`src/logic/tmr3_pkg.sv`:
```
// Constants for the timer three control and capture block
package tmr3_pkg;
	localparam logic [7:0] ADDR_CTRL = 8'h91;
	localparam logic [7:0] ADDR_RLL  = 8'h92;
	localparam logic [7:0] ADDR_RLH  = 8'h93;
	localparam logic [7:0] ADDR_CNTL = 8'h94;
	localparam logic [7:0] ADDR_CNTH = 8'h95;
	localparam int BIT_HFLAG  = 7;
	localparam int BIT_LFLAG  = 6;
	localparam int BIT_LIRQEN = 5;
	localparam int BIT_CAPEN  = 4;
	localparam int BIT_SPLIT  = 3;
	localparam int BIT_RUN    = 2;
	localparam int BIT_XCLK   = 0;
	localparam logic [7:0] CTRL_RESET = 8'h00;
	localparam logic [7:0] CTRL_WMASK = 8'hFD;
	localparam logic [7:0] BYTE_MAX   = 8'hFF;
	localparam logic [7:0] BYTE_ZERO  = 8'h00;
	localparam int SYS_DIV  = 12;
	localparam int EXT_DIV  = 8;
	localparam logic [3:0] SYS_DIV_LAST = 4'(SYS_DIV - 1);
	localparam logic [2:0] EXT_DIV_LAST = 3'(EXT_DIV - 1);
endpackage

```
`src/logic/tmr3_control_capture.sv`:
```
// Timer three: 16-bit or split 8-bit auto-reload timer with capture mode

// What this block does
// - High flag sets on high byte roll from FF to its reload; only software clears it.
// - In 16-bit mode the high flag sets when the count wraps from FFFF and reloads.
// - With timer interrupt enabled, a set high flag requests the interrupt.
// - Low flag sets on every low byte roll, any mode; held until cleared.
// - Low overflows request interrupts only with low enable and timer enable.
// - Capture enable bit turns capture mode on and off.
// - Split bit 0 gives one 16-bit timer; 1 gives two 8-bit timers.
// - Run bit starts timer; in split mode it gates only the high byte.
// - Control bit 1 reads zero and ignores writes.
// - Clock select: 0 is system clock over 12, 1 external clock over 8.
// - In split mode external select serves both bytes unless overridden.
// - Wrap reloads 16-bit value; split bytes reload from their own bytes.
// - Capture: on each divided external falling edge copy count, set flag.
// - A byte clock select of 1 picks the undivided system clock.
module tmr3_control_capture (
	input  wire logic       clk,
	input  wire logic       rstn,
	input  wire logic [7:0] sfrAddr,
	input  wire logic       sfrWr,
	input  wire logic [7:0] sfrWdata,
	output logic      [7:0] sfrRdata,
	input  wire logic       highClkSel,
	input  wire logic       lowClkSel,
	input  wire logic       timerIrqEnable,
	input  wire logic       extClk,
	output logic            timerIrq
);
	logic [7:0] ctrl_q, ctrl_d;
	logic [7:0] cntL_q, cntL_d, cntH_q, cntH_d;
	logic [7:0] rlL_q, rlL_d, rlH_q, rlH_d;
	logic [3:0] sysDiv_q, sysDiv_d;
	logic [2:0] extDiv_q, extDiv_d;
	logic       extMeta_q, extSync_q, extPrev_q;
	logic       irq_q, irq_d;
	logic [7:0] rdata_q, rdata_d;
	logic       sysTick, extTick, loTick, hiTick, setH, setL;
	logic       split, run, capEn, xclk;

	assign split = ctrl_q[tmr3_pkg::BIT_SPLIT];
	assign run   = ctrl_q[tmr3_pkg::BIT_RUN];
	assign capEn = ctrl_q[tmr3_pkg::BIT_CAPEN];
	assign xclk  = ctrl_q[tmr3_pkg::BIT_XCLK];

	// Dividers for the two slow timer clocks
	always_comb begin
		sysTick  = (sysDiv_q == tmr3_pkg::SYS_DIV_LAST);
		sysDiv_d = sysTick ? 4'h0 : sysDiv_q + 4'h1;
		// External edge seen only after the second sync stage
		extDiv_d = extDiv_q;
		extTick  = 1'b0;
		if (extSync_q && !extPrev_q) begin
			extDiv_d = extDiv_q + 3'h1;
			// Divided clock falls as the count wraps
			extTick  = (extDiv_q == tmr3_pkg::EXT_DIV_LAST);
		end
		// Byte select of 1 overrides the external select
		loTick = lowClkSel  ? 1'b1 : (xclk ? extTick : sysTick);
		hiTick = highClkSel ? 1'b1 : (xclk ? extTick : sysTick);
	end

	always_ff @(posedge clk) begin
		if (!rstn) begin
			sysDiv_q  <= 4'h0;
			extDiv_q  <= 3'h0;
			extMeta_q <= 1'b0;
			extSync_q <= 1'b0;
			extPrev_q <= 1'b0;
		end else begin
			sysDiv_q  <= sysDiv_d;
			extDiv_q  <= extDiv_d;
			extMeta_q <= extClk;
			extSync_q <= extMeta_q;
			extPrev_q <= extSync_q;
		end
	end

	// Counting, reload, capture and register writes
	always_comb begin
		ctrl_d = ctrl_q;
		cntL_d = cntL_q;
		cntH_d = cntH_q;
		rlL_d  = rlL_q;
		rlH_d  = rlH_q;
		setH   = 1'b0;
		setL   = 1'b0;
		if (split) begin
			if (loTick) begin
				if (cntL_q == tmr3_pkg::BYTE_MAX) begin
					cntL_d = rlL_q;
					setL   = 1'b1;
				end else begin
					cntL_d = cntL_q + 8'h01;
				end
			end
			if (run && hiTick) begin
				if (cntH_q == tmr3_pkg::BYTE_MAX) begin
					cntH_d = rlH_q;
					setH   = 1'b1;
				end else begin
					cntH_d = cntH_q + 8'h01;
				end
			end
		end else if (run && loTick) begin
			if (cntL_q == tmr3_pkg::BYTE_MAX) begin
				setL = 1'b1;
				if (cntH_q == tmr3_pkg::BYTE_MAX) begin
					cntL_d = rlL_q;
					cntH_d = rlH_q;
					setH   = 1'b1;
				end else begin
					cntL_d = tmr3_pkg::BYTE_ZERO;
					cntH_d = cntH_q + 8'h01;
				end
			end else begin
				cntL_d = cntL_q + 8'h01;
			end
		end
		// Capture meant for 16-bit mode but not blocked in split mode
		if (capEn && extTick) begin
			rlL_d = cntL_q;
			rlH_d = cntH_q;
			setH  = 1'b1;
		end
		if (sfrWr) begin
			case (sfrAddr)
				tmr3_pkg::ADDR_CTRL: ctrl_d = sfrWdata & tmr3_pkg::CTRL_WMASK;
				tmr3_pkg::ADDR_RLL:  rlL_d  = sfrWdata;
				tmr3_pkg::ADDR_RLH:  rlH_d  = sfrWdata;
				tmr3_pkg::ADDR_CNTL: cntL_d = sfrWdata;
				tmr3_pkg::ADDR_CNTH: cntH_d = sfrWdata;
				default: ;
			endcase
		end
		// Hardware set wins over a same-cycle software clear
		if (setH) ctrl_d[tmr3_pkg::BIT_HFLAG] = 1'b1;
		if (setL) ctrl_d[tmr3_pkg::BIT_LFLAG] = 1'b1;
		irq_d = timerIrqEnable && (ctrl_q[tmr3_pkg::BIT_HFLAG] ||
			(ctrl_q[tmr3_pkg::BIT_LIRQEN] &&
			ctrl_q[tmr3_pkg::BIT_LFLAG]));
		case (sfrAddr)
			tmr3_pkg::ADDR_CTRL: rdata_d = ctrl_q & tmr3_pkg::CTRL_WMASK;
			tmr3_pkg::ADDR_RLL:  rdata_d = rlL_q;
			tmr3_pkg::ADDR_RLH:  rdata_d = rlH_q;
			tmr3_pkg::ADDR_CNTL: rdata_d = cntL_q;
			tmr3_pkg::ADDR_CNTH: rdata_d = cntH_q;
			default:             rdata_d = tmr3_pkg::BYTE_ZERO;
		endcase
	end

	always_ff @(posedge clk) begin
		if (!rstn) begin
			ctrl_q  <= tmr3_pkg::CTRL_RESET;
			cntL_q  <= 8'h00;
			cntH_q  <= 8'h00;
			rlL_q   <= 8'h00;
			rlH_q   <= 8'h00;
			irq_q   <= 1'b0;
			rdata_q <= 8'h00;
		end else begin
			ctrl_q  <= ctrl_d;
			cntL_q  <= cntL_d;
			cntH_q  <= cntH_d;
			rlL_q   <= rlL_d;
			rlH_q   <= rlH_d;
			irq_q   <= irq_d;
			rdata_q <= rdata_d;
		end
	end

	assign sfrRdata = rdata_q;
	assign timerIrq = irq_q;

	logic wrCtrl, wrCnt, wrRl;
	assign wrCtrl = sfrWr && (sfrAddr == tmr3_pkg::ADDR_CTRL);
	assign wrCnt  = sfrWr && (sfrAddr == tmr3_pkg::ADDR_CNTL ||
		sfrAddr == tmr3_pkg::ADDR_CNTH);
	assign wrRl   = sfrWr && (sfrAddr == tmr3_pkg::ADDR_RLL ||
		sfrAddr == tmr3_pkg::ADDR_RLH);
endmodule

```
`config.mk`:
```
export PLATFORM = sky130hd
export DESIGN_NAME = tmr3_control_capture
export DESIGN_NICKNAME = d
export VERILOG_FILES = /design/src/logic/tmr3_pkg.sv /design/src/logic/tmr3_control_capture.sv
export SDC_FILE = /design/constraint.sdc
export NUM_CORES = 1
export LEC_CHECK = 0
export BUFFER_PORTS_ARGS = -buffer_cell sky130_fd_sc_hd__buf_2
export CAP_MARGIN = 10
export CELL_PAD_IN_SITES_DETAIL_PLACEMENT = 1
export CELL_PAD_IN_SITES_GLOBAL_PLACEMENT = 1
export CORE_ASPECT_RATIO = 1.1
export CORE_MARGIN = 10
export CORE_UTILIZATION = 46
export DETAILED_ROUTE_END_ITERATION = 10
export PLACE_DENSITY_LB_ADDON = 0.3
export SYNTH_ARGS = -nofsm -noshare
export SYNTH_HDL_FRONTEND = slang
export SYNTH_SLANG_ARGS = --single-unit
```
`constraint.sdc`:
```
create_clock -name clk -period 2.49 [get_ports clk]
set_input_delay 0.498 -clock clk [delete_from_list [all_inputs] [get_ports clk]]
set_output_delay 0.498 -clock clk [all_outputs]
set_load 0.02 [all_outputs]
```
==> run summary, run 1 <==
Fin. Hold Viols = 0
DR vias = 3,085
CP Cell Sequence = ha_1, and4_1, nand4_4, o31ai_4, a41oi_1, o21a_1
Lkg Pwr = 1.52 nW
Max VDD drop = 0.261 mV
post-CTS setup buffer count = 0
top cell family by delay on the critical path = compound AO/OA/AOI/OAI gates
max_slew headroom = 15.2%
reg2reg start = cntL_q[0]
critical path launch point type = flip-flop
Crit path largest cell delay = 510 ps
#FFs+latches synth = 58
# hold bufs at CTS = 0
Layout fillers = 836
port buffer count = 31
DR WL/cell = 22.0 um
Pre-antenna DRT Iters = 4
post-CTS sizing = 0
mean post-synth cell area = 9.23 um^2
GR Util All Layers = 20.0%
CTS root buffer = clkbuf_8
Worst Setup SP = cntL_q[0]
Vert. Die Dim = 109 um
initial detailed-routing violation count = 180
RSZ-0062 raised after global routing = false
antenna violations before repair = 0
routability congestion estimate = 0.858
CTS tree = done
post-synthesis adder-cell area fraction = 1.88%
crit path time final = 2240 ps
Slew @ Worst Pin = 1260 ps
Setup Crit Path Kind = reg -> reg
Post-Syn Area = 3320 um^2
status = completed
Max FO, Critical Path = 8
Async S/R FF share, synth = 0%
Rows = 32
layout cells sized above 1 = 23.0%
Clock Tree Buf Depth = 2
number of flops mapped to enable cells by yosys = 0
Crit path buffers/inverters = 0
Worst Hold Endpoint = extMeta_q
pwr dens = 519 nW/um^2
main flop type after synthesis = dfxtp_1
flop2flop setup slack = 250 ps
clock sinks = 58
multiplexer share of the synthesized area = 9.42%
H-Tree Level Count = 3
Area growth, synth to finish = 13.2%
Unique masters post-synth = 67
largest family of logic cells by synthesized area = compound AO/OA/AOI/OAI gates
worst hold stages = 2
Hold Startpoint = extClk
# setup viols final = 0
Syn Inst Count = 360
Compound-Gate Fraction of Synth Area = 26.0%
first-pass GRT wire length = 17,200 um
Initial Util = 47.4%
DR vias/cell = 6.41
Clock transition at path regs = 70 ps
fmax = 0.447 GHz
worst reg-to-reg path cell count = 6
Inserted Clock Buffers = 9
Post-Synth XOR/XNOR Area = 0.791%
final core occ = 53.7%
ant diodes = 0
I/O pins = 32
Multi-input gate area = 2000 um^2
Post-Syn Nets = 388
Synth Area in Simple Gates = 22.1%
CP endpoint kind = flip-flop
Min-Delay Path Class = in -> reg
largest net degree at the start of global routing = 30
worst skew pair latency = 360 ps
Clock Skew = 6.31 ps
post-DP HPWL = 7590 um
NumNets Final = 419
core area = 7010 um^2
CP Data Required Time = 2740 ps
crit share post-route = 89.8%
die width = 101 um
Register Area = 1160 um^2
max cap viols = 0
final global-route overflow total = 0
Final Max Slew Viols = 0
antenna viol nets, final = 0
Syn. warnings = 0
Reg-to-Reg End = cntH_q[6]
final WL = 10,600 um
Critical Path Slowest Stage Cell = o31ai_4
vias in the first global route = 3,216
worst hold slack = 347 ps
sequential fraction of the synthesis area = 35.0%
total negative slack = 0 ps
total power draw = 1.95 mW
critical path arrival = 2490 ps
die area = 11,000 um^2
DRC Markers = 0
cells in the final DEF (no fill, tap or decap), types with 3 or more instances in the layout:
cell type,instances
o211ai_1,3
buf_4,16
a31o_1,3
and4_1,7
nand2_1,18
a211oi_1,12
a31oi_1,3
nor3_1,3
mux2i_1,29
a211oi_2,8
buf_2,31
dfxtp_1,58
o31ai_1,4
nor2_1,37
nand2_2,3
a21oi_1,26
o21ai_1,3
clkinv_2,3
nand2b_1,3
o31a_1,3
nand3_1,13
a222oi_1,7
and3_1,5
a22oi_1,9
o21ai_0,13
nand4_1,3
ha_1,5
and2_1,4
inv_1,4
clkbuf_8,11
how the worst max path moves through the flow:
stage                 to  slack (ps)  cells past startpoint
2_1_floorplan  cntH_q[7]         470                      8
3_3_place_gp   cntL_q[5]         340                      7
3_5_place_dp   cntH_q[7]         300                      7
4_1_cts        cntH_q[6]         280                      7
5_1_grt        cntH_q[6]         110                      6
6_report       cntH_q[6]         250                      6
area by class of cell:
type | count | share of cell area (%)
Timing Repair Buffer | 47 | 7.32
Sequential cell | 58 | 30.9
Tap cell | 85 | 2.83
Inverter | 4 | 0.399
Clock buffer | 11 | 4.03
Multi-Input combinational cell | 271 | 53.1
Clock inverter | 5 | 1.40
cells in the mapped netlist (8+ instances only):
| master | number | area, um^2 |
|---|---|---|
| a22oi_1 | 9 | 67.6 |
| nor2_1 | 37 | 139 |
| mux2i_1 | 29 | 290 |
| buf_2 | 13 | 65.1 |
| o21ai_0 | 13 | 65.1 |
| clkbuf_1 | 8 | 30.0 |
| a211oi_1 | 12 | 90.1 |
| nand3_1 | 13 | 65.1 |
| nand2_1 | 18 | 67.6 |
| dfxtp_1 | 58 | 1160 |
| a211oi_2 | 8 | 100 |
| a21oi_1 | 26 | 130 |
metal layers:
| metal | vias up | routed length, um | track usage (%) |
|---|---|---|---|
| li1 | 1445 | - | - |
| met1 | 1548 | 4560 | 23.7 |
| met2 | 76 | 5290 | 34.2 |
| met3 | 16 | 518 | 4.24 |
| met4 | 0 | 230 | 8.27 |
| met5 | - | 0 | 0 |
logic make-up after synthesis:
| kind of cell | count (synthesis) |
|---|---|
| and+or+nand+nor | 120 |
| buffers and inverters | 31 |
| DFF | 58 |
| muxes | 31 |
| adders and majority gates | 5 |
| AOI/OAI and AO/OA | 112 |
| xor gates and xnor gates | 3 |
power by group:
group          total, mW  switching [mW]  internal [mW]
combinational      0.102          0.0670         0.0346
clock              0.907           0.396          0.511
sequential         0.942         0.00611          0.936
total               1.95           0.469           1.48
per-stage QoR:
step	std cells	area, um^2	setup WS (ps)
finish	481	3760	254
global route	481	3760	108
CTS	481	3760	277
detailed placement	465	3560	295
global placement	465	3560	345
floorplan	360	3320	471
flip-flops by register name, indices dropped and copies added (netlist names):
signal,cells
timerIrq,1
cntL_q,8
cntH_q,8
sysDiv_q,4
extSync_q,1
rlH_q,8
extDiv_q,3
rlL_q,8
sfrRdata,8
extMeta_q,1
ctrl_q,7
extPrev_q,1
No activity file was read; power rests on OpenSTA's default activity.
==> inputs of run 2 (changes only) <==
CORE_ASPECT_RATIO = unset   (was 1.1)
SETUP_SLACK_MARGIN = 0.4   (was unset)
==> run summary, run 2 (same netlist as run 1, synthesis figures left out) <==
core area = 6910 um^2
# setup viols final = 0
crit share post-route = 82.8%
Crit path buffers/inverters = 0
Vert. Die Dim = 105 um
Max VDD drop = 0.358 mV
# hold bufs at CTS = 0
CTS tree = done
CTS root buffer = clkbuf_8
DR vias = 3,168
fmax = 0.485 GHz
Critical Path Slowest Stage Cell = o31a_1
Max FO, Critical Path = 7
crit path to = cntH_q[7]
critical path launch point type = flip-flop
worst reg-to-reg path cell count = 7
DR vias/cell = 6.37
Initial Util = 48.1%
NumNets Final = 424
port buffer count = 31
worst hold slack = 365 ps
design area = 3900 um^2
clock sinks = 58
final core occ = 56.4%
initial detailed-routing violation count = 302
Clock Tree Buf Depth = 2
Area growth, synth to finish = 17.3%
total power draw = 1.97 mW
Lkg Pwr = 1.54 nW
CP endpoint kind = flip-flop
most common cell after layout, fill and taps aside = dfxtp_1
Pre-antenna DRT Iters = 5
final WL = 11,300 um
post-route insts no fill = 497
post-DP HPWL = 7780 um
Reg-to-Reg End = cntH_q[7]
antenna viol nets, final = 0
Final Max Slew Viols = 0
Worst Setup SP = extDiv_q[1]
GR Util All Layers = 20.0%
antenna violations before repair = 0
most frequent cells in the layout = dfxtp_1 (54), nor2_1 (37), buf_2 (31), mux2i_1 (29), a21oi_1 (26)
critical path arrival = 2300 ps
max cap viols = 0
max_slew headroom = 23.4%
routability congestion estimate = 0.905
worst skew pair latency = 350 ps
I/O pins = 32
first-pass GRT wire length = 17,900 um
Setup Crit Path Kind = reg -> reg
status = completed
flop2flop setup slack = 430 ps
pwr dens = 507 nW/um^2
Inserted Clock Buffers = 9
Area after DPL = 3550 um^2
final global-route overflow total = 0
critical path depth in cells = 7
ant diodes = 0
CP Cell Sequence = ha_4, ha_4, and4b_4, o311ai_4, o31a_1, nor3_2, o311a_1
layout cells sized above 1 = 27.2%
Rows = 30
Clock transition at path regs = 70 ps
crit path time final = 2060 ps
top cell family by delay on the critical path = compound AO/OA/AOI/OAI gates
total negative slack = 0 ps
DR WL/cell = 22.7 um
dpl ws = 253 ps
die width = 105 um
reg2reg start = extDiv_q[1]
Min-Delay Path Class = in -> reg
Slew @ Worst Pin = 1140 ps
final worst-path setup slack = 429 ps
Crit path largest cell delay = 410 ps
Fin. Hold Viols = 0
largest net degree at the start of global routing = 30
vias in the first global route = 3,345
cell mode on critical path = ha_4
die area = 11,000 um^2
RSZ-0062 raised after global routing = true
CP Data Required Time = 2730 ps
H-Tree Level Count = 3
placed cell count = 473
DRC Markers = 0
Clock Skew = 10.3 ps
run 2: layout make-up:
type                            instances  area [um^2]
Sequential cell                        58         1170
Clock inverter                          4         50.0
Timing Repair Buffer                   52          329
Inverter                                4         15.0
Fill cell                             827         3010
Clock buffer                           12          155
Multi-Input combinational cell        271         2060
Tap cell                               96          120
run 2: timing repair:
action,4_1_cts,5_1_grt
hold endpoints to repair,0,0
endpoints found under the setup margin,12,14
setup buffers,5,3
resized for setup,13,9
pin swaps,6,7
run 2: how the worst min path moves through the flow:
stage	from	cells past startpoint	end
6_report	extClk	2	extMeta_q
5_1_grt	extClk	2	extMeta_q
4_1_cts	extClk	2	extMeta_q
3_5_place_dp	extMeta_q	1	extSync_q
3_3_place_gp	extMeta_q	1	extSync_q
2_1_floorplan	extMeta_q	1	extSync_q
run 2: where the power goes:
group	switching, mW	leakage (nW)	internal [mW]
combinational	0.0728	0.966	0.0398
clock	0.402	0.0986	0.515
sequential	0.00779	0.470	0.936
run 2: layer usage:
metal  track usage, %  vias up  share of wire, %
met5                0        -                 0
met4             11.3        0               3.3
met3             3.99       31               5.5
met2             32.4      128                49
met1             24.3     1558                43
li1                 -     1451                 -
